$ cat config.mk
export PLATFORM = sky130hd
export DESIGN_NAME = xcp_unit
export DESIGN_NICKNAME = d
export VERILOG_FILES = /design/src/xcp_pkg.sv /design/src/xcp_unit.sv
export VERILOG_INCLUDE_DIRS = /design/src
export SDC_FILE = /design/constraint.sdc
export NUM_CORES = 1
export LEC_CHECK = 0
export BUFFER_PORTS_ARGS = -buffer_cell sky130_fd_sc_hd__buf_4
export CAP_MARGIN = 40
export CORE_ASPECT_RATIO = 1.1
export CORE_MARGIN = 2
export CORE_UTILIZATION = 24
export CTS_BUF_LIST = sky130_fd_sc_hd__clkbuf_8
export CTS_CLUSTER_DIAMETER = 200
export DETAILED_ROUTE_END_ITERATION = 7
export GPL_TIMING_DRIVEN = 0
export MAX_ROUTING_LAYER = met4
export PLACE_DENSITY = 0.51
export SLEW_MARGIN = 40
export SYNTH_ARGS = -nofsm -noshare
export SYNTH_HDL_FRONTEND = slang
export SYNTH_SLANG_ARGS = --single-unit
$ cat constraint.sdc
create_clock -name clk_i -period 8 [get_ports clk_i]
set_input_delay 0.4 -clock clk_i [delete_from_list [all_inputs] [get_ports clk_i]]
set_output_delay 0.4 -clock clk_i [all_outputs]
set_load 0.01 [all_outputs]
$ cat src/xcp_defs.svh
`ifndef XCP_DEFS_SVH
`define XCP_DEFS_SVH
// register byte offsets
`define XCP_CTRL_OFS   8'h00
`define XCP_DXR_OFS    8'h04
`define XCP_TBASE_OFS  8'h08
`define XCP_STAT_OFS   8'h0c
// control fields
`define XCP_CTRL_IF    0
`define XCP_CTRL_PM    1
`define XCP_CTRL_RST   2'h0
// fixed vectors
`define XCP_VEC_DBG    8'h01
`define XCP_VEC_NMI    8'h02
`define XCP_VEC_BRK    8'h03
`define XCP_VEC_OVF    8'h04
`define XCP_VEC_DF     8'h08
`define XCP_VEC_CSO    8'h09
`define XCP_VEC_RSVD   8'h20
// table entry size as shift: 4 bytes real, 8 bytes protected
`define XCP_ENT_RM_SH  2
`define XCP_ENT_PM_SH  3
// port space
`define XCP_PORT_W     16
`define XCP_PORT_RSV_LO 16'h00f8
`define XCP_PORT_RSV_HI 16'h00ff
`endif

$ cat src/xcp_pkg.sv
`default_nettype none
package xcp_pkg;
    typedef enum logic [2:0] {
        XCP_FAULT,
        XCP_TRAP,
        XCP_ABORT,
        XCP_NMI,
        XCP_MASKABLE_IRQ_IN
    } xcp_cls_t;

    typedef enum logic [1:0] {
        XCP_GATE_INT,
        XCP_GATE_TRAP,
        XCP_GATE_TASK
    } xcp_gate_t;

    typedef struct packed {
        logic [7:0]  vec;
        xcp_cls_t    cls;
        logic        ret_at_instr;
        logic [23:0] entry;
    } xcp_disp_t;
endpackage
`default_nettype wire

$ cat src/xcp_unit.sv
// What this block does
// - 64 KB port space, byte or word ports
// - port number goes straight to address lines
// - port number from immediate or data extension
// - zero-fill address bits above port number
// - space select low during port access
// - 256 vectors, lowest 32 internal
// - faults return to offending instruction incl prefixes
// - traps after instruction; aborts imprecise
// - fixed fault and trap classes by vector
// - vectors 8 and 9 are aborts
// - debug vector 1, trap or fault
// - hardware interrupt after instruction, resume next
// - software interrupts use exception path
// - entry 4 bytes real, 8 protected
// - push return and flags, fetch vector, branch
// - vector sources; non-maskable uses vector 2
// - maskable needs request high and enable set
// - only between instructions or string window
// - gates clear, keep or load enable flag
// - interrupt return restores enable flag
// - non-maskable: no acknowledge, clears enable
// - block during nmi handler, remember one
// - non-maskable dispatched before maskable
`default_nettype none
`include "xcp_defs.svh"
module xcp_unit
    import xcp_pkg::*;
#(
    parameter int NEST = 8
) (
    // clock and reset
    input  wire logic        clk_i,
    input  wire logic        arst_n_i,
    // apb slave
    input  wire logic        psel_i,
    input  wire logic        penable_i,
    input  wire logic        pwrite_i,
    input  wire logic [7:0]  paddr_i,
    input  wire logic [31:0] pwdata_i,
    output logic      [31:0] prdata_o,
    output logic             pready_o,
    output logic             pslverr_o,
    // core events
    input  wire logic        boundary_i,
    input  wire logic        str_window_i,
    input  wire logic        exc_req_i,
    input  wire logic [7:0]  exc_vec_i,
    input  wire logic        dbg_fault_i,
    input  wire logic        swi_req_i,
    input  wire logic [7:0]  swi_vec_i,
    input  wire logic        interrupt_return_instr_i,
    input  wire xcp_gate_t   gate_i,
    input  wire logic        task_if_i,
    // external requests
    input  wire logic        maskable_irq_in_i,
    input  wire logic        nmi_i,
    input  wire logic [7:0]  ack_vec_i,
    input  wire logic        ack_valid_i,
    // access requests
    input  wire logic        io_req_i,
    input  wire logic        io_use_dx_i,
    input  wire logic [7:0]  io_imm_i,
    input  wire logic        mem_req_i,
    input  wire logic [23:0] mem_addr_i,
    // outputs
    output logic      [23:0] addr_o,
    output logic             mio_o,
    output logic             inta_o,
    output logic             disp_valid_o,
    output xcp_disp_t        disp_o,
    output logic             if_o
);
    typedef enum logic [0:0] {S_IDLE, S_ACK} xcp_state_t;

    logic rst_s1_q;
    logic rst_q;
    always_ff @(posedge clk_i or negedge arst_n_i) begin
        if (!arst_n_i) begin
            rst_s1_q <= 1'b0;
            rst_q    <= 1'b0;
        end else begin
            rst_s1_q <= 1'b1;
            rst_q    <= rst_s1_q;
        end
    end
    wire rst_n = rst_q;

    // classification by vector; swi is always trap
    function automatic xcp_cls_t cls_of(input logic [7:0] v, input logic dbgf);
        xcp_cls_t c;
        c = XCP_FAULT;
        if (v == `XCP_VEC_DF || v == `XCP_VEC_CSO) c = XCP_ABORT;
        else if (v == `XCP_VEC_BRK || v == `XCP_VEC_OVF) c = XCP_TRAP;
        else if (v == `XCP_VEC_DBG) c = dbgf ? XCP_FAULT : XCP_TRAP;
        else if (v == `XCP_VEC_NMI) c = XCP_NMI;
        return c;
    endfunction

    xcp_state_t        st_q;
    logic              if_q;
    logic              pm_q;
    logic [31:0]       dxr_q;
    logic [23:0]       tbase_q;
    logic [NEST-1:0]   ifstk_q;
    logic [4:0]        depth_q;
    logic              nmi_act_q;
    logic              nmi_pend_q;
    logic              nmi_prev_q;
    logic [31:0]       prdata_q;
    logic              pready_q;
    logic              pslverr_q;
    logic [23:0]       addr_q;
    logic              mio_q;
    logic              inta_q;
    logic              dv_q;
    xcp_disp_t         disp_q;
    logic [7:0]        last_vec_q;

    // apb decode
    wire apb_setup = psel_i && !penable_i;
    wire apb_wr    = psel_i && penable_i && pready_q && pwrite_i && !pslverr_q;
    wire hit_ctrl  = paddr_i == `XCP_CTRL_OFS;
    wire hit_dxr   = paddr_i == `XCP_DXR_OFS;
    wire hit_tbase = paddr_i == `XCP_TBASE_OFS;
    wire hit_stat  = paddr_i == `XCP_STAT_OFS;
    wire hit_any   = hit_ctrl || hit_dxr || hit_tbase || hit_stat;
    wire [31:0] rd_mux =
        hit_ctrl  ? {30'h0, pm_q, if_q} :
        hit_dxr   ? dxr_q :
        hit_tbase ? {8'h00, tbase_q} :
        hit_stat  ? {16'h0, last_vec_q, 1'b0, depth_q, nmi_pend_q, nmi_act_q} :
        32'h0;

    // port address: immediate or low half of data extension register
    wire [`XCP_PORT_W-1:0] port_num =
        io_use_dx_i ? dxr_q[`XCP_PORT_W-1:0] : {8'h00, io_imm_i};

    // event selection
    wire nmi_edge  = nmi_i && !nmi_prev_q;
    wire nmi_ready = nmi_pend_q && !nmi_act_q;
    wire at_window = boundary_i || str_window_i;
    wire take_exc  = st_q == S_IDLE && exc_req_i;
    wire take_swi  = st_q == S_IDLE && !exc_req_i && swi_req_i;
    wire ext_ok    = st_q == S_IDLE && !exc_req_i && !swi_req_i && at_window;
    wire take_nmi  = ext_ok && nmi_ready;
    wire take_irq  = ext_ok && !nmi_ready && !nmi_act_q
                     && maskable_irq_in_i && if_q;
    wire take_ack  = st_q == S_ACK && ack_valid_i;
    wire do_interrupt_return_instr   = st_q == S_IDLE && interrupt_return_instr_i
                     && !exc_req_i && !swi_req_i && !take_nmi;
    wire dispatch  = take_exc || take_swi || take_nmi || take_ack;

    logic [7:0] d_vec;
    xcp_cls_t   d_cls;
    logic       d_ret;
    always_comb begin
        d_vec = ack_vec_i;
        d_cls = XCP_MASKABLE_IRQ_IN;
        d_ret = 1'b0;
        if (take_exc) begin
            d_vec = exc_vec_i;
            d_cls = cls_of(exc_vec_i, dbg_fault_i);
            d_ret = d_cls == XCP_FAULT;
        end else if (take_swi) begin
            d_vec = swi_vec_i;
            d_cls = XCP_TRAP;
            d_ret = 1'b0;
        end else if (take_nmi) begin
            d_vec = `XCP_VEC_NMI;
            d_cls = XCP_NMI;
            d_ret = 1'b0;
        end
    end

    // real mode 4-byte entries, protected 8-byte
    wire [23:0] d_entry = tbase_q + (pm_q ? ({16'h0, d_vec} << `XCP_ENT_PM_SH)
                                          : ({16'h0, d_vec} << `XCP_ENT_RM_SH));

    // enable flag after entry by gate type
    logic if_entry;
    always_comb begin
        unique case (gate_i)
            XCP_GATE_INT:  if_entry = 1'b0;
            XCP_GATE_TRAP: if_entry = if_q;
            XCP_GATE_TASK: if_entry = task_if_i;
            default:       if_entry = if_q;
        endcase
        if (take_nmi) if_entry = 1'b0;
    end

    wire [4:0] nest_max = 5'(NEST);

    always_ff @(posedge clk_i or negedge rst_n) begin
        if (!rst_n) begin
            pready_q  <= 1'b0;
            pslverr_q <= 1'b0;
            prdata_q  <= 32'h0;
        end else begin
            pready_q  <= apb_setup;
            pslverr_q <= apb_setup && !hit_any;
            prdata_q  <= (apb_setup && !pwrite_i) ? rd_mux : 32'h0;
        end
    end

    always_ff @(posedge clk_i or negedge rst_n) begin
        if (!rst_n) begin
            pm_q    <= 1'b0;
            dxr_q   <= 32'h0;
            tbase_q <= 24'h0;
        end else if (apb_wr) begin
            if (hit_ctrl) pm_q <= pwdata_i[`XCP_CTRL_PM];
            if (hit_dxr) dxr_q <= pwdata_i;
            if (hit_tbase) tbase_q <= pwdata_i[23:0];
        end
    end

    // hardware entry and return win over a software write of the flag
    always_ff @(posedge clk_i or negedge rst_n) begin
        if (!rst_n) begin
            if_q <= 1'b0;
        end else if (dispatch) begin
            if_q <= if_entry;
        end else if (do_interrupt_return_instr && depth_q != 5'h0) begin
            if_q <= ifstk_q[0];
        end else if (apb_wr && hit_ctrl) begin
            if_q <= pwdata_i[`XCP_CTRL_IF];
        end
    end

    // saved flag stack; deeper nesting than NEST loses the oldest image
    always_ff @(posedge clk_i or negedge rst_n) begin
        if (!rst_n) begin
            ifstk_q <= '0;
            depth_q <= 5'h0;
        end else if (dispatch) begin
            ifstk_q <= {ifstk_q[NEST-2:0], if_q};
            if (depth_q != nest_max) depth_q <= depth_q + 5'h1;
        end else if (do_interrupt_return_instr && depth_q != 5'h0) begin
            ifstk_q <= {1'b0, ifstk_q[NEST-1:1]};
            depth_q <= depth_q - 5'h1;
        end
    end

    // a new edge wins over the clear at dispatch
    always_ff @(posedge clk_i or negedge rst_n) begin
        if (!rst_n) begin
            nmi_prev_q <= 1'b0;
            nmi_pend_q <= 1'b0;
            nmi_act_q  <= 1'b0;
        end else begin
            nmi_prev_q <= nmi_i;
            if (nmi_edge) nmi_pend_q <= 1'b1;
            else if (take_nmi) nmi_pend_q <= 1'b0;
            if (take_nmi) nmi_act_q <= 1'b1;
            else if (do_interrupt_return_instr) nmi_act_q <= 1'b0;
        end
    end

    always_ff @(posedge clk_i or negedge rst_n) begin
        if (!rst_n) begin
            st_q   <= S_IDLE;
            inta_q <= 1'b0;
        end else begin
            unique case (st_q)
                S_IDLE: if (take_irq) begin
                    st_q   <= S_ACK;
                    inta_q <= 1'b1;
                end
                S_ACK: if (ack_valid_i) begin
                    st_q   <= S_IDLE;
                    inta_q <= 1'b0;
                end
            endcase
        end
    end

    always_ff @(posedge clk_i or negedge rst_n) begin
        if (!rst_n) begin
            dv_q       <= 1'b0;
            disp_q     <= '0;
            last_vec_q <= 8'h0;
        end else begin
            dv_q <= dispatch;
            if (dispatch) begin
                disp_q     <= '{vec: d_vec, cls: d_cls, ret_at_instr: d_ret,
                                entry: d_entry};
                last_vec_q <= d_vec;
            end
        end
    end

    // port space never translated; upper lines zero
    always_ff @(posedge clk_i or negedge rst_n) begin
        if (!rst_n) begin
            addr_q <= 24'h0;
            mio_q  <= 1'b1;
        end else if (io_req_i) begin
            addr_q <= {8'h00, port_num};
            mio_q  <= 1'b0;
        end else if (mem_req_i) begin
            addr_q <= mem_addr_i;
            mio_q  <= 1'b1;
        end
    end

    assign prdata_o     = prdata_q;
    assign pready_o     = pready_q;
    assign pslverr_o    = pslverr_q;
    assign addr_o       = addr_q;
    assign mio_o        = mio_q;
    assign inta_o       = inta_q;
    assign disp_valid_o = dv_q;
    assign disp_o       = disp_q;
    assign if_o         = if_q;
endmodule // xcp_unit
`default_nettype wire

### Yosys cells after proc, flatten, opt, wreduce, memory -nomap -nowiden

Cells that the tools add are included.

* memory bits (writable): 0
* flip-flop bits (word level): 174
* input port bits: 116
* output and inout port bits: 98
* logic and storage cells: 146
* bits in latches: 0
* memories kept: 0
* bits in read-only memories: 0

* divide/modulo/power cells: 0
* reduce and logical (&&, ||, !) cells: 60
* order comparisons: 0
* eq/ne operators: 15
* add/subtract/negate cells: 3
* bitwise logic cells: 1
* multipliers: 0
* multiplexer cells: 44
* shifts and indexed selects: 0

Operator list (number)
* $mux W32: 3
* $mux W24: 3
* $mux W8: 5
* $eq A8 B4 Y1 const B: 4
* $mux W16: 2
* $logic_and A1 B1 Y1: 26
* $add A24 B11 Y24: 1
* $mux W3: 7
* $eq A8 B2 Y1 const B: 2
* $eq A8 B3 Y1 const B: 2
* $mux W1: 16
* $mux W5: 3
* $reduce_and A2 Y1: 6
* $mux W11: 1
* $logic_not A1 Y1: 10
* $logic_or A1 B1 Y1: 9
* $eq A8 B1 Y1 const B: 1
* $logic_not A8 Y1: 1
* $reduce_bool A2 Y1: 4
* $pmux W1 S2: 3
* $add A5 B1 Y5 const B: 1
* $ne A5 B4 Y1 const B: 1
* $reduce_bool A5 Y1: 1
* $sub A5 B1 Y5 const B: 1
* other kinds (9): 10

### Logic depth before layout (Yosys ltp)

* depth in word-level cells: 10
* gate-level depth with buffers: 13

### Least setup slack after synthesis

No wires, ideal clock.

* path type: register to register
* from: register st_q
* to: register disp_q, in the netlist disp_o[19]
* stages on the path, launching flop included: 13
* path slack: 4563 ps
* setup time: 82 ps
* data arrival time: 3355 ps
* cell sequence: dfrtp_1 -> buf_2 -> or3_4 -> nor4b_1 -> nor2_1 -> a21oi_1 -> mux2i_1 -> ha_1 -> and4_1 -> nor3b_1 -> a22oi_1 -> or3_1 -> a31oi_1

* cells in the longest elaborated chain, start to end: 10
* elaborated cells on any way between the ends: 16
* classes of those cells: 1 x add/sub; 4 x mux; 1 x bitwise; 10 x reduce/logical

Ends and longest elaborated chain
* start: declaration: line xcp_unit.sv:100 `xcp_state_t st_q;`
* start signal: assignment: line xcp_unit.sv:262 `st_q <= S_IDLE;`
* start signal: assignment: line xcp_unit.sv:267 `st_q <= S_ACK;`
* start signal: assignment: line xcp_unit.sv:271 `st_q <= S_IDLE;`
* $not A1 Y1
* $logic_and A1 B1 Y1: line xcp_unit.sv:144, xcp_unit.sv:145
* $logic_and A1 B1 Y1 (2 in a row): line xcp_unit.sv:145 `wire ext_ok = st_q == S_IDLE && !exc_req_i && !swi_req_i && at_window;`
* $logic_and A1 B1 Y1: line xcp_unit.sv:146 `wire take_nmi = ext_ok && nmi_ready;`
* $mux W8: line xcp_unit.sv:169 `end else if (take_nmi) begin`
* $mux W8: line xcp_unit.sv:165 `end else if (take_swi) begin`
* $mux W8: line xcp_unit.sv:161 `if (take_exc) begin`
* $mux W11: line xcp_unit.sv:177 `` wire [23:0] d_entry = tbase_q + (pm_q ? ({16'h0, d_vec} << `XCP_ENT_PM_SH) ``
* $add A24 B11 Y24: line xcp_unit.sv:177
* end signal: assignment: line xcp_unit.sv:286 `disp_q <= '{vec: d_vec, cls: d_cls, ret_at_instr: d_ret,`
* end: declaration: line xcp_unit.sv:117 `xcp_disp_t disp_q;`

Parallel ways exist; a longest one is shown, timed or not.
A chain may end at the register's enable or synchronous reset.

### Worst setup path in the final report

* from: register st_q
* to: register disp_q, in the netlist disp_o[23]

Same word-level chain as after synthesis.

==> summary.md <==
| Metric | Value |
|---|---|
| Total gr overflow | `0` |
| Share of the synthesized area in the top cell type | `53.6%` |
| Starting density of the core | `24.3%` |
| Most frequent cell after synthesis | `dfrtp_1` |
| Critical path class | `flop to flop` |
| Die ar. | `35200 um^2` |
| Drt first pass iters | `4` |
| WL final | `26300 um` |
| P per Cell Area | `181 nW/um^2` |
| Worst-skew pair later-pin latency | `0.49 ns` |
| Die Width | `179 um` |
| Relative slew slack | `50.4%` |
| Synth Instances | `751` |
| CTS buffer count | `17` |
| Shortest period the worst path allows | `4.34 ns` |
| DP HPWL | `20800 um` |
| Final setup vio count | `0` |
| Global-route wire length before repair | `39400 um` |
| # Post-CTS Setup Buffers | `0` |
| Slew @ Worst Pin | `0.744 ns` |
| RSZ-0062 raised after global routing | `no` |
| Post-Syn Area per Cell | `10.8 um^2` |
| Hold/Removal Path Class | `input pin to flop` |
| Area Overhead vs Synth | `32.7%` |
| Leakage power | `5.14 nW` |
| Root buf cell | `clkbuf_8` |
| Ports | `214` |
| Clock slew at reported path FFs | `0.11 ns` |
| Ys Warns | `0` |
| Most instantiated cells after synthesis | `dfrtp_1 (173), nand2_1 (75), mux2_2 (63)` |
| Synth cell types | `55` |
| Worst setup margin | `3.66 ns` |
| H-tree depth | `4` |
| Post-Place Cell Area | `10300 um^2` |
| Placed insts | `1399` |
| CP arrival | `4.75 ns` |
| Starting DRC count in detailed routing | `334` |
| Share of cells above drive strength 1 | `33.9%` |
| Area leader, netlist | `dfrtp_1` |
| DRC | `0` |
| Antenna violations before repair | `1` |
| Number of synthesized flops with an enable pin | `0` |
| Hold buffer count at cts | `2` |
| Number of I/O port buffers | `210` |
| Gpl congestion | `0.825` |
| Die H | `196 um` |
| Crit start category | `flop` |
| Core footprint | `33200 um^2` |
| Worst Reg-to-Reg Cells | `12` |
| Vias | `6498` |
| Max cap viols | `0` |
| Worst r2r src | `st_q$_DFF_PN0_` |
| Global Route Usage Sum | `15.6%` |
| Final ANT Viol Nets | `0` |
| Status | `complete, no violations` |
| Vias in the first global route | `6670` |
| Largest net degree at the start of global routing | `42` |
| Cell Count, Final, Fillers Out | `1434` |
| Final-report hold violation count | `0` |
| Yosys reg bits | `174` |
| CTS Sinks | `174` |
| PostCTS Resize Cnt | `0` |
| Critical path launch point | `st_q$_DFF_PN0_` |
| Ys flop type | `dfrtp_1` |
| Nets@finish | `1118` |
| TritonCTS clock tree | `built` |
| Worst endpoint required time | `8.41 ns` |
| Pwr Total | `0.00194 W` |
| Fmax | `231 MHz` |
| Vias/cell | `4.53` |
| Final instance area | `10700 um^2` |
| Per-cell routed wire length | `18.3 um` |
| Clk buf depth | `2` |
| Post-Syn Nets | `881` |
| Setup TNS Final | `0 ns` |
| Hold path startpoint | `pwdata_i[14]` |
| Pins Over Slew Limit | `0` |
| Site Rows | `70` |
| Crit. End Element | `flop` |
| Post-Syn Area | `8080 um^2` |
| Max VDD drop | `79.2 uV` |
| Layout Skew | `0.0183 ns` |
| Final period util | `54.2%` |
| Register area share after synthesis | `53.9%` |
| Worst slack, placed | `3.22 ns` |
| Hold Path Cell Cnt | `3` |
| CP max FO | `9` |
| Post-synth ARST share | `100%` |
| Most area-consuming cells after synthesis | `dfrtp_1 (54%), mux2_2 (8.8%), mux2i_1 (4.8%)` |
[worst paths after layout]
check,endpoint,slack [ns]
hold / removal,tbase_q[14]$_DFFE_PN0P_,0.13
setup reg to reg,disp_o[23]$_DFFE_PN0N_,3.66
setup / recovery,disp_o[23]$_DFFE_PN0N_,3.66
hold reg to reg,prdata_o[6]$_DFF_PN0_,0.31
max in group asynchronous,dxr_q[29]$_DFFE_PN0P_,6.75
min in group asynchronous,rst_n$_DFF_PN0_,0.23
[metrics by stage]
stage / util [%] / hold slack [ns]
2_1_floorplan: - / 0.104
3_3_place_gp: 30.7 / 0.184
3_5_place_dp: 31.1 / 0.185
4_1_cts: 32.3 / 0.0941
5_1_grt: 32.3 / 0.106
6_report: 32.3 / 0.131
[final cells by class]
type | instances | area (um^2)
Fill cell | 3456 | 22500
Antenna cell | 1 | 2.50
Buffer | 42 | 184
Multi-Input combinational cell | 521 | 3500
Tap cell | 432 | 541
Clock inverter | 15 | 149
Sequential cell | 174 | 4360
Timing Repair Buffer | 218 | 1700
Clock buffer | 17 | 234
Inverter | 14 | 52.6
[flip-flops by register name, indices dropped and copies added (netlist names)]
name and count:
ifstk_q 8, addr_o 24, mio_o 1, nmi_pend_q 1, st_q 1, nmi_act_q 1, rst_s1_q 1, disp_o 28
rst_n 1, prdata_o 32, inta_o 1, pm_q 1, tbase_q 24, nmi_prev_q 1, disp_valid_o 1, pslverr_o 1
depth_q 5, last_vec_q 8, if_o 1, pready_o 1, dxr_q 32
[layer usage]
layer | global-route usage, % | vias to the layer above | share of wire [%]
li1 | - | 3137 | -
met1 | 19.7 | 3149 | 43
met2 | 24.7 | 191 | 48
met3 | 4.15 | 21 | 7.4
met4 | 4.07 | 0 | 1.2
met5 | - | - | 0
[worst max-delay path: stages (launching register included)]
cell and delay [ns]:
dfrtp_1 0.37, buf_2 0.16, or3_4 0.40, nor4b_2 0.44, nor2_1 0.29, a21oi_1 0.52, mux2i_1 0.14, ha_1 0.40
o211ai_1 0.14, o21ai_0 0.47, a22oi_1 0.31, or3_1 0.42, a31oi_1 0.16
[report_power, final]
part           switching [W]  total [W]  leakage, nW  internal, W
registers          0.0000571   0.000990         2.27     0.000933
clock network       0.000378   0.000609        0.189     0.000231
logic               0.000176   0.000345         2.68     0.000169
[cell usage in the layout (no fill, tap or decap), types with 3 or more instances in the layout]
cell type / count
nor2_1: 60
nand2_1: 75
nand4_1: 3
and3_1: 10
a22oi_1: 19
buf_12: 5
xor2_1: 8
or3_1: 13
a211oi_1: 9
clkbuf_1: 22
nor3_1: 5
buf_1: 4
dfrtp_1: 172
and2_1: 3
nand3_1: 10
buf_4: 210
nor2b_1: 14
clkbuf_8: 17
inv_1: 13
ha_1: 12
nand2b_1: 4
mux2i_1: 39
inv_8: 5
clkinv_4: 5
a21oi_1: 57
a31oi_1: 12
buf_2: 16
o21ai_0: 62
mux2_2: 63
xnor2_1: 5
[cells by family after synthesis]
family                   synth area share, %
AND/OR/NAND/NOR                         12.4
AO/OA/AOI/OAI                           12.7
flip-flops                              53.9
multiplexers                            14.3
buffers and inverters                   2.93
adder cells (fa/ha/maj)                 2.35
XOR/XNOR                                1.41
other                                 0.0464
No activity file was read; power rests on OpenSTA's default activity.
